## src/usb_host_ctl_cfg.svh

```systemverilog
// Constants for the bridge controller: register offsets, field positions and command codes.
`ifndef USB_HOST_CTL_CFG_SVH
`define USB_HOST_CTL_CFG_SVH
// Own registers seen by software over Avalon-MM (byte addresses).
`define HC_CTRL_OFS       5'h00
`define HC_START_OFS      5'h04
`define HC_END_OFS        5'h08
`define HC_CFG_OFS        5'h0C
`define HC_PRESET_OFS     5'h10
`define HC_STATUS_OFS     5'h14
`define HC_RESULT_OFS     5'h18
// Bridge register map reached through the device port (word index).
`define DV_CORE_SET       8'h00
`define DV_START          8'h01
`define DV_END            8'h02
`define DV_CHAN_SET       8'h03
`define DV_EXPIRY         8'h04
`define DV_RD_CUR         8'h05
`define DV_WR_CUR         8'h06
`define DV_EP_CMD         8'h07
`define DV_PWR_CTL        8'h08
`define DV_INT_STS        8'h09
// Field positions in the bridge registers.
`define EOP_EN_BIT        0
`define RD_EN_BIT         0
`define RD_ABORT_BIT      1
`define RD_RESET_BIT      2
`define WR_EN_BIT         4
`define WR_ABORT_BIT      5
`define WR_RESET_BIT      6
`define EXP_EN_BIT        31
`define SRST_N_BIT        0
`define SENSE_BIT         1
`define IS_RD_END         0
`define IS_WR_END         1
`define IS_IDLE_PKT       2
`define IS_WR_EXP         3
`define IS_PWR_DET        4
`define IS_BUS_RST        5
`define IS_BUS_RST_END    6
// Endpoint command codes in bits 3:0, endpoint number in bits 7:4.
`define CMD_READY         4'h1
`define CMD_EP_ON         4'h2
`define CMD_EP_OFF        4'h3
`define CMD_EP_FLUSH      4'h4
// Reset value of every own register.
`define HC_RST_VAL        32'h0000_0000
`endif

```

## src/usb_host_ctl_pkg.sv

```systemverilog
// Types shared by the bridge controller.
package usb_host_ctl_pkg;
  // Sequencer states, one bit changes on every move except load to finish, which flips both.
  typedef enum logic [1:0] {
    ST_IDLE   = 2'b00,
    ST_LOAD   = 2'b01,
    ST_ISSUE  = 2'b11,
    ST_FINISH = 2'b10
  } seq_state_e;
  // Procedures, lower index has higher priority.
  typedef enum logic [2:0] {
    P_IRQ  = 3'h0,
    P_INIT = 3'h1,
    P_RDAB = 3'h2,
    P_WRAB = 3'h3,
    P_RDST = 3'h4,
    P_WRST = 3'h5
  } proc_e;
  // Kind of one step.
  typedef enum logic [1:0] {
    K_END  = 2'h0,
    K_WR   = 2'h1,
    K_RD   = 2'h2,
    K_POLL = 2'h3
  } step_kind_e;
  // One access toward the bridge.
  typedef struct packed {
    logic        write;
    logic [7:0]  addr;
    logic [31:0] wdata;
  } dev_req_s;
  // One decoded step of a procedure.
  typedef struct packed {
    step_kind_e  kind;
    dev_req_s    req;
    logic [31:0] mask;
  } step_s;
endpackage

```

## src/usb_host_ctl.sv

```systemverilog
// Controller that drives the USB DMA bridge through its register port.
//
// Local design decisions: the Avalon-MM interface to the registers and the register addresses.
`timescale 1ns/1ps
`include "usb_host_ctl_cfg.svh"
// Behaviour
// - EOP off needs multiple-of-packet totals
// - Program addresses, settings, then read enable
// - Read abort: endpoint off, abort, await clear
// - After read abort: block reset, flush, on
// - Odd packet size: even field, EOP on
// - Write start: addresses then write enable
// - Program expiry preset and enable before start
// - Write abort: off, abort, await, reset, flush
// - Soft reset set, then cleared by software
// - Ready command after setup; bus reset irqs
// - Power loss needs soft reset, not auto
// - Bus reset: abort running transfers
// - Reprogram only after bus reset end
module usb_host_ctl
  import usb_host_ctl_pkg::*;
(
  input  wire logic        mclk_i,             // System clock, 250 MHz.
  input  wire logic        rst_n_i,            // Synchronous reset, active low.
  input  wire logic [4:0]  avs_address_i,      // Byte address of own register.
  input  wire logic        avs_read_i,         // Avalon read request.
  input  wire logic        avs_write_i,        // Avalon write request.
  input  wire logic [31:0] avs_writedata_i,    // Avalon write data.
  output logic      [31:0] avs_readdata_o,     // Avalon read data.
  output logic             avs_waitrequest_o,  // Avalon stall.
  output logic             dev_req_valid_o,    // Access to the bridge pending.
  output dev_req_s         dev_req_o,          // Access to the bridge.
  input  wire logic        dev_ack_i,          // Bridge has taken the access.
  input  wire logic [31:0] dev_rdata_i,        // Bridge read data with ack.
  input  wire logic        usb_main_irq_i,     // Main interrupt, same clock.
  input  wire logic        power_on_irq_i,     // Power-on interrupt pin.
  input  wire logic        wake_irq_i          // Wake interrupt pin.
);

  // Software-visible configuration and status.
  logic [31:0] start_addr;         // Transfer start address.
  logic [31:0] end_addr;           // Transfer end address.
  logic [31:0] cfg;                // Bit 0 EOP, bit 1 expiry enable, 7:4 endpoint.
  logic [31:0] preset;             // Expiry preset.
  logic [31:0] result;             // Captured current address.
  logic [7:0]  flags;              // Sticky status flags.
  logic        rd_active;          // Read channel believed running.
  logic        wr_active;          // Write channel believed running.
  logic [5:0]  pend;               // Procedures waiting to run.
  logic        rd_pend;            // Read data phase in progress.
  // Sequencer.
  seq_state_e  state;              // Sequencer state.
  proc_e       proc;               // Procedure running.
  logic [2:0]  idx;                // Step index.
  step_s       step;               // Decoded current step.
  logic [31:0] snap;               // Captured interrupt status.
  logic [31:0] pwr;                // Captured power control word.
  // Pin synchronisers for the two interrupt pins.
  logic [2:0]  pon_sync;           // Power-on pin stages.
  logic [2:0]  wak_sync;           // Wake pin stages.
  logic        pon_lvl;            // Filtered power-on level.
  logic        wak_lvl;            // Filtered wake level.
  logic        pon_lvl_q;          // Previous filtered level.
  logic        wak_lvl_q;          // Previous filtered level.

  // Decoding of the Avalon access.
  wire ctrl_wr   = avs_write_i && (avs_address_i == `HC_CTRL_OFS);
  wire status_wr = avs_write_i && (avs_address_i == `HC_STATUS_OFS);
  wire take_rd   = avs_read_i && !rd_pend;
  wire [3:0] ep  = cfg[7:4];
  wire pon_rise  = pon_lvl && !pon_lvl_q;
  wire wak_rise  = wak_lvl && !wak_lvl_q;
  wire step_done = (state == ST_ISSUE) && dev_ack_i;
  wire poll_busy = (step.kind == K_POLL) && ((dev_rdata_i & step.mask) != 32'h0000_0000);
  wire irq_end   = (state == ST_FINISH) && (proc == P_IRQ);
  wire [2:0] pick = first_set(pend);

  // Returns the index of the lowest pending procedure.
  function automatic logic [2:0] first_set(input logic [5:0] v);
    first_set = 3'h7;
    for (int i = 5; i >= 0; i--) begin
      if (v[i]) begin
        first_set = 3'(i);
      end
    end
  endfunction

  // Builds an endpoint command word.
  function automatic logic [31:0] ep_cmd(input logic [3:0] code, input logic [3:0] num);
    ep_cmd = {24'h00_0000, num, code};
  endfunction

  // Step table: what each procedure does at each index.
  always_comb begin
    step = '{kind: K_END, req: '0, mask: 32'h0000_0000};
    unique case (proc)
      P_INIT: begin
        unique case (idx)
          3'h0: step = '{K_WR, '{1'b1, `DV_PWR_CTL, 32'h0000_0000}, 32'h0};
          3'h1: step = '{K_WR, '{1'b1, `DV_PWR_CTL, 32'h0000_0001}, 32'h0};
          3'h2: step = '{K_WR, '{1'b1, `DV_CORE_SET, {31'h0, cfg[0]}}, 32'h0};
          3'h3: step = '{K_WR, '{1'b1, `DV_EP_CMD, ep_cmd(`CMD_READY, ep)}, 32'h0};
          default: step.kind = K_END;
        endcase
      end
      P_RDST: begin
        unique case (idx)
          3'h0: step = '{K_WR, '{1'b1, `DV_START, start_addr}, 32'h0};
          3'h1: step = '{K_WR, '{1'b1, `DV_END, end_addr}, 32'h0};
          3'h2: step = '{K_WR, '{1'b1, `DV_CORE_SET, {31'h0, cfg[0]}}, 32'h0};
          3'h3: step = '{K_WR, '{1'b1, `DV_CHAN_SET, 32'h0000_0001}, 32'h0};
          default: step.kind = K_END;
        endcase
      end
      P_WRST: begin
        unique case (idx)
          3'h0: step = '{K_WR, '{1'b1, `DV_EXPIRY, {cfg[1], preset[30:0]}}, 32'h0};
          3'h1: step = '{K_WR, '{1'b1, `DV_START, start_addr}, 32'h0};
          3'h2: step = '{K_WR, '{1'b1, `DV_END, end_addr}, 32'h0};
          3'h3: step = '{K_WR, '{1'b1, `DV_CHAN_SET, 32'h0000_0010}, 32'h0};
          default: step.kind = K_END;
        endcase
      end
      P_RDAB, P_WRAB: begin
        unique case (idx)
          3'h0: step = '{K_WR, '{1'b1, `DV_EP_CMD, ep_cmd(`CMD_EP_OFF, ep)}, 32'h0};
          3'h1: step = '{K_WR, '{1'b1, `DV_CHAN_SET,
                  (proc == P_RDAB) ? 32'h0000_0002 : 32'h0000_0020}, 32'h0};
          3'h2: step = '{K_POLL, '{1'b0, `DV_CHAN_SET, 32'h0},
                  (proc == P_RDAB) ? 32'h0000_0001 : 32'h0000_0010};
          3'h3: step = '{K_RD, '{1'b0, (proc == P_RDAB) ? `DV_RD_CUR : `DV_WR_CUR,
                  32'h0}, 32'h0};
          3'h4: step = '{K_WR, '{1'b1, `DV_CHAN_SET,
                  (proc == P_RDAB) ? 32'h0000_0004 : 32'h0000_0040}, 32'h0};
          3'h5: step = '{K_WR, '{1'b1, `DV_EP_CMD, ep_cmd(`CMD_EP_FLUSH, ep)}, 32'h0};
          3'h6: step = '{K_WR, '{1'b1, `DV_EP_CMD, ep_cmd(`CMD_EP_ON, ep)}, 32'h0};
          default: step.kind = K_END;
        endcase
      end
      P_IRQ: begin
        unique case (idx)
          3'h0: step = '{K_RD, '{1'b0, `DV_INT_STS, 32'h0}, 32'h0};
          3'h1: step = '{K_WR, '{1'b1, `DV_INT_STS, snap}, 32'h0};
          3'h2: step = '{K_RD, '{1'b0, `DV_PWR_CTL, 32'h0}, 32'h0};
          default: step.kind = K_END;
        endcase
      end
      default: step.kind = K_END;
    endcase
  end

  // Pin inputs pass three stages; a level counts once the last two agree.
  always_ff @(posedge mclk_i) begin
    if (!rst_n_i) begin
      pon_sync  <= 3'h0;
      wak_sync  <= 3'h0;
      pon_lvl   <= 1'b0;
      wak_lvl   <= 1'b0;
      pon_lvl_q <= 1'b0;
      wak_lvl_q <= 1'b0;
    end else begin
      pon_sync  <= {pon_sync[1:0], power_on_irq_i};
      wak_sync  <= {wak_sync[1:0], wake_irq_i};
      pon_lvl   <= (pon_sync[2] == pon_sync[1]) ? pon_sync[2] : pon_lvl;
      wak_lvl   <= (wak_sync[2] == wak_sync[1]) ? wak_sync[2] : wak_lvl;
      pon_lvl_q <= pon_lvl;
      wak_lvl_q <= wak_lvl;
    end
  end

  // Sequencer: loads a step, issues it, and walks the procedure to its end.
  always_ff @(posedge mclk_i) begin
    if (!rst_n_i) begin
      state     <= ST_IDLE;
      proc      <= P_IRQ;
      idx       <= 3'h0;
      dev_req_o <= '0;
      snap      <= 32'h0000_0000;
      pwr       <= 32'h0000_0000;
    end else begin
      unique case (state)
        ST_IDLE: begin
          if (pick != 3'h7) begin
            proc  <= proc_e'(pick);
            idx   <= 3'h0;
            state <= ST_LOAD;
          end
        end
        ST_LOAD: begin
          dev_req_o <= step.req;
          state     <= (step.kind == K_END) ? ST_FINISH : ST_ISSUE;
        end
        ST_ISSUE: begin
          if (dev_ack_i) begin
            // A poll that still sees the enable bit repeats the same read.
            idx   <= poll_busy ? idx : idx + 3'h1;
            state <= ST_LOAD;
            if (proc == P_IRQ && idx == 3'h0) begin
              snap <= dev_rdata_i;
            end
            if (proc == P_IRQ && idx == 3'h2) begin
              pwr <= dev_rdata_i;
            end
          end
        end
        ST_FINISH: begin
          state <= ST_IDLE;
        end
      endcase
    end
  end

  // Access toward the bridge is valid for the whole issue phase.
  assign dev_req_valid_o = (state == ST_ISSUE);

  // Pending procedures: set by software, interrupts and pins; cleared when started.
  always_ff @(posedge mclk_i) begin
    if (!rst_n_i) begin
      pend <= 6'h00;
    end else begin
      for (int i = 0; i < 6; i++) begin
        if (state == ST_IDLE && pick == 3'(i)) begin
          pend[i] <= 1'b0;
        end
      end
      if (ctrl_wr && avs_writedata_i[2:0] < 3'h6) begin
        pend[avs_writedata_i[2:0]] <= 1'b1;
      end
      if (usb_main_irq_i || wak_rise) begin
        pend[P_IRQ] <= 1'b1;
      end
      if (pon_rise) begin
        pend[P_INIT] <= 1'b1;
      end
      if (irq_end && snap[`IS_PWR_DET]) begin
        pend[P_INIT] <= 1'b1;
      end
      if (irq_end && snap[`IS_BUS_RST] && rd_active) begin
        pend[P_RDAB] <= 1'b1;
      end
      if (irq_end && snap[`IS_BUS_RST] && wr_active) begin
        pend[P_WRAB] <= 1'b1;
      end
    end
  end

  // Channel activity follows starts, end interrupts and aborts.
  always_ff @(posedge mclk_i) begin
    if (!rst_n_i) begin
      rd_active <= 1'b0;
      wr_active <= 1'b0;
    end else begin
      if (state == ST_FINISH && proc == P_RDST) begin
        rd_active <= 1'b1;
      end else if ((irq_end && snap[`IS_RD_END]) || (state == ST_FINISH && proc == P_RDAB)) begin
        rd_active <= 1'b0;
      end
      if (state == ST_FINISH && proc == P_WRST) begin
        wr_active <= 1'b1;
      end else if ((irq_end && (snap[`IS_WR_END] || snap[`IS_WR_EXP]))
                   || (state == ST_FINISH && proc == P_WRAB)) begin
        wr_active <= 1'b0;
      end
    end
  end

  // Sticky flags: 0 read end, 1 write end, 2 idle packet, 3 expiry,
  // 4 power lost, 5 bus reset, 6 reprogram allowed, 7 procedure done.
  // A new event wins over a software clear in the same cycle.
  wire [7:0] set_f = {state == ST_FINISH && proc != P_IRQ,
                      irq_end && snap[`IS_BUS_RST_END],
                      irq_end && snap[`IS_BUS_RST],
                      irq_end && snap[`IS_PWR_DET] && !pwr[`SENSE_BIT],
                      irq_end && snap[`IS_WR_EXP],
                      irq_end && snap[`IS_IDLE_PKT],
                      irq_end && snap[`IS_WR_END],
                      irq_end && snap[`IS_RD_END]};
  always_ff @(posedge mclk_i) begin
    if (!rst_n_i) begin
      flags <= 8'h00;
    end else begin
      flags <= set_f | (flags & ~(status_wr ? avs_writedata_i[7:0] : 8'h00));
    end
  end

  // Software registers and the captured current address.
  always_ff @(posedge mclk_i) begin
    if (!rst_n_i) begin
      start_addr <= `HC_RST_VAL;
      end_addr   <= `HC_RST_VAL;
      cfg        <= `HC_RST_VAL;
      preset     <= `HC_RST_VAL;
      result     <= `HC_RST_VAL;
    end else begin
      if (avs_write_i && avs_address_i == `HC_START_OFS) begin
        start_addr <= avs_writedata_i;
      end
      if (avs_write_i && avs_address_i == `HC_END_OFS) begin
        end_addr <= avs_writedata_i;
      end
      if (avs_write_i && avs_address_i == `HC_CFG_OFS) begin
        cfg <= avs_writedata_i;
      end
      if (avs_write_i && avs_address_i == `HC_PRESET_OFS) begin
        preset <= avs_writedata_i;
      end
      if (step_done && step.kind == K_RD && proc != P_IRQ) begin
        result <= dev_rdata_i;
      end
    end
  end

  // Read data is registered, so every read stalls one cycle.
  wire [31:0] rd_mux =
    (avs_address_i == `HC_CTRL_OFS)   ? {26'h0, pend} :
    (avs_address_i == `HC_START_OFS)  ? start_addr :
    (avs_address_i == `HC_END_OFS)    ? end_addr :
    (avs_address_i == `HC_CFG_OFS)    ? cfg :
    (avs_address_i == `HC_PRESET_OFS) ? preset :
    (avs_address_i == `HC_STATUS_OFS) ? {22'h0, wr_active, rd_active, flags} :
    (avs_address_i == `HC_RESULT_OFS) ? result : 32'h0000_0000;
  always_ff @(posedge mclk_i) begin
    if (!rst_n_i) begin
      rd_pend        <= 1'b0;
      avs_readdata_o <= 32'h0000_0000;
    end else begin
      rd_pend <= take_rd;
      if (take_rd) begin
        avs_readdata_o <= rd_mux;
      end
    end
  end
  assign avs_waitrequest_o = take_rd;
endmodule // usb_host_ctl

```

## config.mk

```make
export PLATFORM = sky130hd
export DESIGN_NAME = usb_host_ctl
export DESIGN_NICKNAME = d
export VERILOG_FILES = /design/src/usb_host_ctl_pkg.sv /design/src/usb_host_ctl.sv
export VERILOG_INCLUDE_DIRS = /design/src
export SDC_FILE = /design/constraint.sdc
export NUM_CORES = 1
export LEC_CHECK = 0
export ABC_AREA = 1
export BUFFER_PORTS_ARGS = -buffer_cell sky130_fd_sc_hd__buf_4
export CAP_MARGIN = 20
export CORE_UTILIZATION = 30
export CTS_BUF_LIST = sky130_fd_sc_hd__clkbuf_16
export CTS_CLUSTER_DIAMETER = 40
export DETAILED_ROUTE_END_ITERATION = 6
export HOLD_SLACK_MARGIN = 0.05
export PLACE_DENSITY = 0.47
export RECOVER_POWER = 50
export SYNTH_ARGS = -nofsm -noshare
export SYNTH_HDL_FRONTEND = slang
export SYNTH_SLANG_ARGS = --single-unit
```

## constraint.sdc

```tcl
create_clock -name mclk_i -period 6.7 [get_ports mclk_i]
set_input_delay 0.335 -clock mclk_i [delete_from_list [all_inputs] [get_ports mclk_i]]
set_output_delay 0.335 -clock mclk_i [all_outputs]
set_load 0.02 [all_outputs]
```

==> impl.org, run 1 <==
** Outcome
- The run finished, with violations left.
- The checks that failed: max-capacitance violations, max-slew violations.

** Min path
- In this run the worst hold path is classified as in -> reg.
- The path with the worst hold slack has its endpoint at pend[4].
- The worst hold path passes through 3 cells.
- The startpoint identified for the worst hold timing path is avs_writedata_i[2].

** Yosys
- Post-synthesis cell type with the largest combined area :: dfxtp_1
- Summing the areas of all and, or, nand and nor instances in the mapped netlist gives 26.2% of the synthesized area.
- The portion of synthesized area spent on multiplexers is 0%.
- Area share of the largest cell type after synthesis :: 43.2%
- Synth Area in Compound Gates :: 21.0%
- Among all cell types in the netlist, the one instantiated most often is nand2_1.
- After Yosys synthesis, full adders, half adders and majority gates account for 0.599% of the synthesized area.
- By area the synthesized netlist is led by dfxtp_1 43%, nand2_1 14%, o21ai_0 8.9%, a21oi_1 8.8%, nor2_1 6.8%.
- Number of flops mapped to enable cells by yosys :: 0
- During synthesis, Yosys emitted a total of 0 warnings.
- A synthesized cell averages 6.66 µm².
- The mapped netlist covers 0.0138 mm².
- Async set-reset flop share out of synthesis :: 0%
- Netlist cell types :: 36
- By count the netlist is led by 497 x nand2_1, 297 x dfxtp_1, 251 x nor2_1, 245 x o21ai_0, 241 x a21oi_1.
- After synthesis, flip-flops and latches occupy 43.2% of the total area.
- After synthesis the netlist holds a flip-flop and latch count of 297.
- Number of instances in the synthesized netlist :: 2069
- Dominant combinational cell family by area after synthesis :: simple AND/OR/NAND/NOR gates
- Flip-flop cell with the highest count after synthesis :: dfxtp_1
- Of the total synthesized cell area, the portion taken by XOR and XNOR cells is 0%.

** Worst setup path
- STA classifies the critical path startpoint as an input pin.
- The worst setup path is captured at a flip-flop.
- The setup path with the least slack is of type in -> reg.
- The startpoint identified for the worst register-to-register timing path is idx[1].
- Reg-to-Reg End :: result[0]
- Counting cells, the worst reg-to-reg path comes to 11.
- Required time of the critical path :: 7.21 ns
- Crit path max fanout :: 108
- Arrival time worst endpoint :: 5.27 ns
- Setup slack on the worst reg-to-reg path comes out at 3.19 ns.

** Route
- Total via count in the routed design :: 14400
- Remaining number of nets flagged by the antenna check after routing :: 0
- DRC violation count after routing :: 0
- Drt via density :: 5.02
- The detailed router finished its first iteration with 1008 violations.
- First-pass DRT Iterations :: 7
- Dividing the detail-routed wire length by the instance count gives 18.4 µm.
- Wires add up to 53000 µm.

** Timing
- Setup violation total in the final timing report :: 0
- Setup repair after global routing missed its margin :: no
- Post-route clock skew :: 0.0175 ns
- Worst hold slack :: 0.0831 ns
- Dividing the final minimum period by the clock period gives 71.0%.
- For this run, the top clock speed supported by timing is 210 MHz.
- Slew margin rel. :: -209%
- Final Slew Violations :: 246
- Transition time at the pin with the least slew margin :: 4.63 ns
- After routing, the total negative slack on setup checks comes to 0 ns.
- Minimum clock period after layout :: 4.76 ns
- Number of hold violations in the final report :: 0

** Die
- Floorplan die width :: 216 µm
- Core area :: 0.0454 mm²
- Initial core utilization :: 30.4%
- In this run the count of I/O pins placed on the die edge is 152.
- After floorplanning, the core was divided into 78 placement rows.
- The floorplan step defined a die boundary enclosing 0.0468 mm².
- Die Height :: 216 µm

** Global route
- Entering global routing, the biggest net connects 109 pins.
- Number of global-route vias before repair :: 13700
- The initial antenna violation count was 0.
- GRT Resource Usage Total :: 22.4%
- First-pass GRT wire length :: 81000 µm
- Total grt overflow :: 0

** Clock tree
- Clock Latency Late Sink :: 0.59 ns
- In this run the post-CTS setup repair buffer count came out at 0.
- Buffers inserted to repair hold after CTS numbered 62.
- Reg clk slew, reported paths :: 0.05 ns
- Number of buffers between clock root and the deepest sink :: 3
- Counting every sink on the clock net gives 297.
- Clock tree synthesis inserted a total of 54 buffers.
- Number of gates given a new drive strength after cts :: 0
- The H-tree was split into 2 levels.
- Root buffer selected by CTS :: clkbuf_16
- TritonCTS built the clock tree.

** Power and ir drop
- Summed over all cells, the static leakage comes to 7.04 nW.
- Total power density per cell area :: 311 mW/mm²
- VDD sags by at most 266 µV.

** Final layout
- Number of inserted filler cells in the final layout :: 4913
- Non-filler instance count after layout :: 2877
- After the last flow step, the layout net total stands at 2316.
- Cells with a size suffix above 1 make up 9.22% of the layout.
- The area growth from synthesis to layout is 26.9%.
- Antenna cell count :: 0
- In the final layout, the multi-input gates occupy 0.00665 mm².
- FF+latch area :: 0.00595 mm²

** Place
- Global placement routability congestion :: 0.867
- Port buffering added 147 buffers.
- Once placement completed, the tool counted placed cells totaling 2713.
- Dpl hpwl :: 33400 µm

** Flow run
- The tool flagged a number of max-cap violations equal to 5.
-- area by class of cell --
| type | count | area share [%] |
|---|---|---|
| inverter | 174 | 3.77 |
| tap | 600 | 4.29 |
| clock buffer | 55 | 7.87 |
| sequential | 297 | 34.0 |
| clock inverter | 45 | 2.32 |
| multi-input combinational | 1470 | 38.1 |
| timing repair buffer | 236 | 9.68 |
-- registers in the layout, summed over array words and instances (netlist names), 2 cells and up --
name / flops
start_addr: 32
cfg: 32
snap: 32
preset: 32
state: 2
proc: 3
pon_sync: 3
avs_readdata_o: 32
result: 32
end_addr: 32
idx: 3
wak_sync: 3
flags: 8
pend: 6
dev_req_o: 37
-- where the power goes --
group | total, mW | internal [mW] | switching, mW | leakage [nW]
registers | 1.85 | 1.81 | 0.0349 | 2.40
clock network | 2.68 | 1.72 | 0.965 | 0.908
logic | 0.909 | 0.219 | 0.690 | 3.74
-- worst max path at each step --
stage,start,endpoint,slack [ns]
4_1_cts,idx[1],result[0],2.53
3_5_place_dp,idx[1],result[21],2.56
5_1_grt,rst_n_i,cfg[24],1.57
3_3_place_gp,idx[1],result[21],2.72
6_report,rst_n_i,cfg[28],1.94
2_1_floorplan,idx[2],result[26],4.46
-- metal layers --
metal | vias to the layer above | track usage (%) | routed length (µm)
met2 | 509 | 36.2 | 24300
met4 | 0 | 9.53 | 1840
met3 | 118 | 2.85 | 2910
met1 | 6705 | 29.8 | 23900
li1 | 7106 | - | -
met5 | - | 0 | 0
-- critical path, stage by stage --
cell and delay (ns):
buf_4 0.26, clkbuf_1 3.27, buf_4 0.98, o21ai_0 0.21, nor2_1 0.15
-- stage by stage --
step	power [mW]	util [%]	cell area, µm²	setup slack [ns]
6_report	5.44	38.5	17500	1.94
3_3_place_gp	2.77	33.7	15300	2.72
5_1_grt	5.64	38.5	17500	1.57
2_1_floorplan	2.39	-	13800	4.46
3_5_place_dp	2.76	33.8	15300	2.56
4_1_cts	5.50	39.1	17700	2.53
-- cell usage in the layout (no fill, tap or decap), types with 10 or more instances in the layout --
cell type | netlist | layout
nor2_1 | 251 | 249
inv_1 | 161 | 170
nand3_1 | 109 | 109
nand4_1 | 17 | 17
clkbuf_16 | 0 | 56
o21ai_0 | 245 | 254
o22ai_1 | 28 | 28
clkbuf_1 | 98 | 76
o21ai_1 | 41 | 32
nand2_1 | 497 | 494
clkinv_1 | 2 | 10
dlygate4sd3_1 | 0 | 62
inv_2 | 10 | 10
buf_4 | 6 | 95
dfxtp_1 | 297 | 297
a21oi_1 | 241 | 241
-- kinds of logic (layout without fill, tap and decap cells) --
logic type,count (synthesis),after routing
AO/OA/AOI/OAI,565,565
flip-flops,297,297
other,1,4
AND/OR/NAND/NOR,895,895
adder cells (fa/ha/maj),6,6
buffers and inverters,305,510
No activity file was read; power rests on OpenSTA's default activity.
==> inputs of run 2 (changes only) <==
==> constraint.sdc (replaced) <==
create_clock -name mclk_i -period 4.4 [get_ports mclk_i]
set_input_delay 0.22 -clock mclk_i [delete_from_list [all_inputs] [get_ports mclk_i]]
set_output_delay 0.22 -clock mclk_i [all_outputs]
set_load 0.02 [all_outputs]
==> run 2 against run 1 <==
Cell count rose by 0.66%. Combinational power is 55% higher. Highest routed layer unchanged. Count of clock-buffer cells in the layout rose by 1. The flow still finishes with violations (max-capacitance violations, max-slew violations). Non-clock buffer count grew 15. Die area is the same.
==> impl.org, run 2 (synthesized netlist as in run 1, its figures left out) <==
** Outcome
- The run finished, with violations left.
- Violated checks :: max-capacitance violations, max-slew violations

** Worst setup path
- Depth of the critical timing path with buffers and inverters included :: 6
- Across all register-to-register paths, the minimum setup slack is 1.13 ns.
- On the worst path, the slowest cell contributes a delay of 1.77 ns.
- STA puts the critical path data arrival time at 3.87 ns.
- Sequence of cells on the critical path :: dlygate4sd3_1 -> clkbuf_1 -> nand2_1 -> clkbuf_1 -> o21ai_0 -> a21oi_1
- Length in cells of the worst reg-to-reg path :: 10
- The worst register-to-register path ends at snap[13].
- For the worst setup path, the data required time is 4.88 ns.
- Following the worst setup path forward leads to its endpoint at start_addr[9].
- STA classifies the critical path startpoint as an input pin.
- The slowest stage of the critical path is the clkbuf_1 cell.
- The worst setup path is captured at a flip-flop.
- Top cell by count, worst path :: clkbuf_1
- Broken down by cell family, the worst path's largest delay share belongs to buffers and inverters.
- Worst reg2reg startpoint :: idx[1]
- Launch point of the worst path :: avs_write_i
- Worst Path Class, Setup :: in -> reg
- CP bufs+invs :: 3
- Along the worst path, the maximum fanout reaches 46.

** Final layout
- At the end of the flow the core is filled with cells to 39.2%.
- Number of inserted filler cells in the final layout :: 4976
- Compared with the post-synthesis result, the final layout area differs by 29.0%.
- 0 antenna diodes ended up in the layout.
- Counting flops per register, the top entry is dev_req_o.
- Finished Cell Area :: 0.0178 mm²
- Commonest non-fill, non-tap cells in the layout :: 496 x nand2_1, 297 x dfxtp_1, 254 x o21ai_0, 248 x nor2_1, 241 x a21oi_1
- Area of the multi-input gates :: 0.00665 mm²
- Layout cells sized above 1 :: 9.80%
- Post-layout net count :: 2333
- FF+latch area :: 0.00595 mm²
- The register with the most flip-flops in the layout has 37 of them.
- Leaving out fill and tap cells, the most frequent cell in the layout is nand2_1.

** Global route
- Maximum number of pins on one net before global-route repair :: 99
- Initial antenna violation count :: 0
- Number of global-route vias before repair :: 14000
- First-pass GRT wire length :: 83300 µm
- GRT Resource Usage Total :: 23.1%
- Global routing finished with a remaining overflow of 0.

** Route
- After the first detailed-routing iteration, the DRC count stood at 1127.
- First-pass DRT Iterations :: 5
- Wire per inst :: 18.7 µm
- Wires add up to 54300 µm.
- DRC violation count after routing :: 0
- Once detail routing completed, the nets flagged for antenna violations numbered 0.
- For this block, the via count after detailed routing is 14500.
- Drt via density :: 5.01

** Die
- Die Footprint :: 0.0468 mm²
- The floorplan step set the die width to 216 µm.
- I/O Pins :: 152
- The region available for standard cell placement spans 0.0454 mm².
- Placement row count :: 78
- Die Height :: 216 µm
- Initial core utilization :: 30.4%

** Place
- Post-Place Cell Area :: 0.0154 mm²
- Port bufs :: 147
- Worst-case setup slack after placement :: 1.44 ns
- The congestion estimate from routability-driven global placement came to 0.869.
- Dpl hpwl :: 33300 µm

** Clock tree
- Number of levels in the clock H-tree :: 2
- The longest clock path from root to sink contains 3 buffers.
- Number of gates given a new drive strength after cts :: 0
- After clock tree synthesis, the clock-pin slew on the worst setup and hold paths is 0.05 ns.
- Clock Latency Late Sink :: 0.59 ns
- TritonCTS Buffers :: 56
- TritonCTS clock tree :: built
- The tree is rooted in a clkbuf_16.
- Counting every sink on the clock net gives 297.

** Timing
- Timing would allow up to 295 MHz.
- Post-route clock skew :: 0.0207 ns
- The total count of hold-check failures in the final report was 0.
- Minimum clock period after layout :: 3.39 ns
- Period utilization :: 77.1%
- In this run the tightest slew margin relative to its limit is -60.4%.
- Sum of negative setup slack :: 0 ns
- The number of slew-limit violations in the final report was 233.
- Setup repair after global routing missed its margin :: no
- Setup violations remaining at the end of the flow were counted as 0.
- Transition time at the pin with the least slew margin :: 2.41 ns
- After layout, the worst setup slack is 1.01 ns.
- Worst hold slack :: 0.250 ns

** Power and ir drop
- IR drop worst, VDD :: 306 µV
- In this run the static leakage power is 7.17 nW.
- Total power density per cell area :: 492 mW/mm²

** Min path
- Class of the tightest hold or removal check :: in -> reg

** Flow run
- MaxCap Viol Count :: 6
==> run 2: power by group <==
| group | internal [mW] | switching [mW] |
|---|---|---|
| Clock | 2.98 | 1.54 |
| Sequential | 2.76 | 0.0512 |
| Combinational | 0.346 | 1.07 |
==> run 2: worst min path at each step <==
| stage | from | endpoint | cells past startpoint |
|---|---|---|---|
| floorplan | power_on_irq_i | pon_sync[0] | 2 |
| global placement | pon_sync[0] | pon_sync[1] | 2 |
| detailed placement | pon_sync[0] | pon_sync[1] | 2 |
| CTS | avs_read_i | avs_readdata_o[2] | 8 |
| global route | avs_address_i[4] | end_addr[5] | 6 |
| finish | avs_address_i[4] | end_addr[0] | 6 |
==> run 2: metal layers <==
| metal | global-route usage [%] | wire length, µm | up-vias |
|---|---|---|---|
| li1 | - | - | 7135 |
| met1 | 30.1 | 24300 | 6769 |
| met2 | 38.3 | 25100 | 481 |
| met3 | 3.35 | 3020 | 124 |
| met4 | 9.32 | 1780 | 0 |
| met5 | 0 | 0 | - |
==> run 2: per-stage QoR <==
stage | power, mW | cells
floorplan | 3.64 | 2072
global placement | 4.25 | 2720
detailed placement | 4.24 | 2720
CTS | 8.84 | 2895
global route | 9.07 | 2896
finish | 8.74 | 2896
==> run 2: what timing repair did <==
action	CTS	global route
buffers inserted	0	0
endpoints found under the hold margin	193	0
hold buffers	71	0
==> run 2: layout make-up <==
cell class                 count  share of cell area (%)
timing repair buffer         251                    10.1
inverter                     174                    3.71
tap                          600                    4.22
multi-input combinational   1470                    37.4
clock buffer                  56                    7.88
sequential                   297                    33.4
clock inverter                48                    3.24
==> run 2: worst register-to-register path, delay by kind of cell (launching register included) <==
kind                     cells  cell delay (ns)
AO/OA/AOI/OAI                2             0.26
adder cells (fa/ha/maj)      1             0.39
AND/OR/NAND/NOR              2             0.64
buffers and inverters        5             1.57
flip-flops                   1             0.37
==> inputs of run 3 (changes only) <==
--- a/config.mk
+++ b/config.mk
@@ -6,7 +6,7 @@
 export SDC_FILE = /design/constraint.sdc
 export NUM_CORES = 1
 export LEC_CHECK = 0
-export ABC_AREA = 1
+export ABC_AREA = 0
 export BUFFER_PORTS_ARGS = -buffer_cell sky130_fd_sc_hd__buf_4
 export CAP_MARGIN = 20
 export CORE_UTILIZATION = 30
==> constraint.sdc (replaced) <==
create_clock -name mclk_i -period 3.4 [get_ports mclk_i]
set_input_delay 0.17 -clock mclk_i [delete_from_list [all_inputs] [get_ports mclk_i]]
set_output_delay 0.17 -clock mclk_i [all_outputs]
set_load 0.02 [all_outputs]
==> run 3 against run 2 <==
The run ends with design-rule violations left. Clock power up 22%. Combinational power down 46%. Clock skew down 0.0084 ns. Largest cell class unchanged.
==> impl.org, run 3 <==
** Global route
- Maximum number of pins on one net before global-route repair :: 81
- Initial antenna violation count :: 0
- First-pass GRT wire length :: 85200 µm
- Global routing consumed, over all layers together, 24.3% of the routing resources.
- The via count of the first global-routing pass was 13200.
- Global routing finished with a remaining overflow of 0.

** Timing
- Counting I/O delays and the setup requirement, the final critical path takes 2.94 ns.
- The worst pin sits at a relative slew slack of 25.7%.
- The number of slew-limit violations in the final report is 0.
- After routing, the total negative slack on setup checks comes to 0 ns.
- Setup violation total in the final timing report :: 0
- Setup repair after global routing missed its margin :: no
- Post-route clock skew :: 0.0123 ns
- For this run, the top clock speed supported by timing is 340 MHz.
- At the pin with the least slew margin, the transition time is 1.11 ns.
- Number of hold violations in the final report :: 0
- After layout, the worst path uses 86.5% of the clock period.

** Clock tree
- Number of gates given a new drive strength after cts :: 0
- Clock Latency Late Sink :: 0.58 ns
- The number of setup buffers added after CTS is 0.
- Buffers inserted to repair hold after CTS numbered 75.
- Clock-pin slew was measured on the worst setup and hold paths at 0.05 ns.
- In this run the deepest clock path goes through 3 buffers.
- The root buffer cell chosen for the clock tree is clkbuf_16.
- Num Clock Sinks :: 297
- TritonCTS built the clock tree.
- Number of levels in the clock H-tree :: 2
- TritonCTS Buffers :: 51

** Worst setup path
- The endpoint identified for the worst register-to-register timing path is result[9].
- Endpoint class of the critical path :: flip-flop
- The setup path with the least slack is of type reg -> reg.
- Along the worst path, the maximum fanout reaches 22.
- Worst reg2reg startpoint :: idx[0]
- Required time of the critical path :: 3.85 ns
- Arrival time worst endpoint :: 3.39 ns
- Worst Setup Start Kind :: flip-flop
- The setup check on the worst reg-to-reg path leaves a slack of 0.46 ns.
- The number of cells on the worst reg-to-reg path is 10.

** Die
- Die Footprint :: 0.0463 mm²
- Initial core utilization :: 30.6%
- The total area inside the core boundary comes to 0.0445 mm².
- Floorplan die width :: 215 µm
- I/O Pins :: 152
- Die Height :: 215 µm
- The floorplan has 77 rows.

** Yosys
- Flip-flop cell with the highest count after synthesis :: dfxtp_1
- Most frequent cell after synthesis :: nand2_1
- Mapped Avg Cell Area :: 7.84 µm²
- Of all flip-flops after synthesis, the portion carrying an async set or reset was 0%.
- After synthesis, flip-flops and latches occupy 43.7% of the total area.
- Largest cells by area after synthesis :: dfxtp_1 44%, nand2_1 12%, a21oi_1 10%, a22oi_1 3.1%, clkbuf_1 2.7%
- Number of flops mapped to enable cells by yosys :: 0
- Synth Register Bits :: 297
- Post-synthesis cell type with the largest combined area :: dfxtp_1
- The commonest cells after synthesis are 435 x nand2_1, 297 x dfxtp_1, 272 x a21oi_1, 98 x clkbuf_1, 73 x nor2_1.
- Synthesis produced a netlist whose cell count is 1737.
- Yosys printed 0 warnings.
- Netlist cell types :: 68
- The share of synthesized area in the top cell type comes to 43.7%.
- Netlist area before placement :: 0.0136 mm²

** Final layout
- Antenna cell count :: 0
- Area Growth Syn to Fin :: 29.6%
- The layout has 4633 filler cells.
- Layout cells sized above 1 :: 14.4%
- The register with the most flip-flops in the layout has 37 of them.
- Largest register by flop count :: dev_req_o
- Post-layout net count :: 1999
- Final Core Density :: 39.6%
- Commonest non-fill, non-tap cells in the layout :: 435 x nand2_1, 297 x dfxtp_1, 272 x a21oi_1, 129 x buf_4, 75 x dlygate4sd3_1
- Most common cell after layout, fill and taps aside :: nand2_1

** Route
- After detailed routing, the average wire length per cell comes to 22.5 µm.
- The first TritonRoute pass finished after 7 iterations.
- After detailed routing, the number of vias per cell comes to 5.44.
- Iteration-0 DRC count of the detailed router :: 1468
- Final WL :: 57300 µm
- After detailed routing, the number of remaining DRC violations is 3.
- Total via count in the routed design :: 13900
- The detail route stage leaves a number of antenna-violating nets equal to 0.

** Power and ir drop
- The completed layout was analyzed and its total power is 9.84 mW.
- In this run, flip-flops and latches consume 36.3% of the power.
- The clock network burns 55.9% of the power.
- Int Power :: 7.39 mW
- Net switching is 24.8% of the power.
- Summed over all cells, the static leakage comes to 6.12 nW.
- Dividing total power by cell area gives a power density of 557 mW/mm².
- Summed over all nets, the switching power comes to 2.44 mW.
- IR drop worst, VDD :: 319 µV
- Relative contribution of combinational cells to total power :: 7.8%

** Min path
- Hold path startpoint :: avs_read_i
- Hold path depth :: 3
- WHS Endpoint :: rd_pend
- The worst hold path belongs to the class in -> reg.

** Place
- Port buffering added 147 buffers.
- Detailed placement ended at an HPWL of 37200 µm.
- At the end of routability-driven placement, the weighted congestion stood at 0.924.

** Outcome
- Violated checks :: design-rule violations
- The flow ran to the end, but the final reports show violations.

** Flow run
- Max-cap violations in this run came to 0.
==> run 3: routing by layer <==
layer	track usage (%)	vias up	routed length [µm]
met3	3.07	95	3420
met2	39.2	542	26300
li1	-	6519	-
met1	33.4	6700	26200
met5	0	-	0
met4	7.73	0	1380
==> run 3: cell type report <==
cell class                      instances  area (µm²)  area share (%)
Timing Repair Buffer                  279        2080            11.8
Inverter                               15        61.3           0.347
Multi-Input combinational cell       1272        6980            39.6
Sequential cell                       297        5950            33.7
Clock inverter                         41         507            2.87
Tap cell                              592         741            4.20
Clock buffer                           53        1330            7.52
==> run 3: worst max-delay path by stage <==
stage / from / to / slack (ns) / cells past startpoint
2_1_floorplan: idx[2] / dev_req_o[40] / 1.14 / 8
3_3_place_gp: proc[2] / dev_req_o[16] / 0.85 / 6
3_5_place_dp: proc[2] / dev_req_o[17] / 0.82 / 6
4_1_cts: idx[0] / result[9] / 0.55 / 10
5_1_grt: rst_n_i / avs_readdata_o[22] / 0.34 / 7
6_report: idx[0] / result[9] / 0.46 / 10
==> run 3: power groups by stage <==
stage	Clock, mW	Sequential, mW	Combinational, mW
floorplan	0	3.64	0.369
global placement	0	3.64	0.703
detailed placement	0	3.64	0.702
CTS	5.58	3.57	0.772
global route	5.73	3.58	0.812
finish	5.50	3.57	0.763
==> run 3: cell families after synthesis <==
family,share of synthesized area (%)
AND/OR/NAND/NOR,19.5
other,0.0275
adder cells (fa/ha/maj),0.606
AO/OA/AOI/OAI,26.5
multiplexers,4.27
buffers and inverters,5.43
flip-flops,43.7
==> run 3: per-stage QoR <==
| stage | hold slack, ns | instance area, µm² | std cells | setup WS [ns] |
|---|---|---|---|---|
| global route | 0.143 | 17600 | 2549 | 0.340 |
| global placement | 0.372 | 15300 | 2380 | 0.846 |
| floorplan | 0.262 | 13600 | 1740 | 1.14 |
| CTS | 0.112 | 17900 | 2549 | 0.553 |
| detailed placement | 0.378 | 15300 | 2380 | 0.817 |
| finish | 0.129 | 17600 | 2549 | 0.461 |
==> run 3: worst max-delay path, cell delays in order, from the launching register on <==
cell and delay (ns):
dfxtp_1 0.38, inv_1 0.14, ha_1 0.31, buf_4 0.25, o21ba_2 0.21, o21ai_0 0.30
nand3_2 0.21, buf_4 0.26, nand3_1 0.10, o21ai_1 0.09, dlygate4sd3_1 0.56
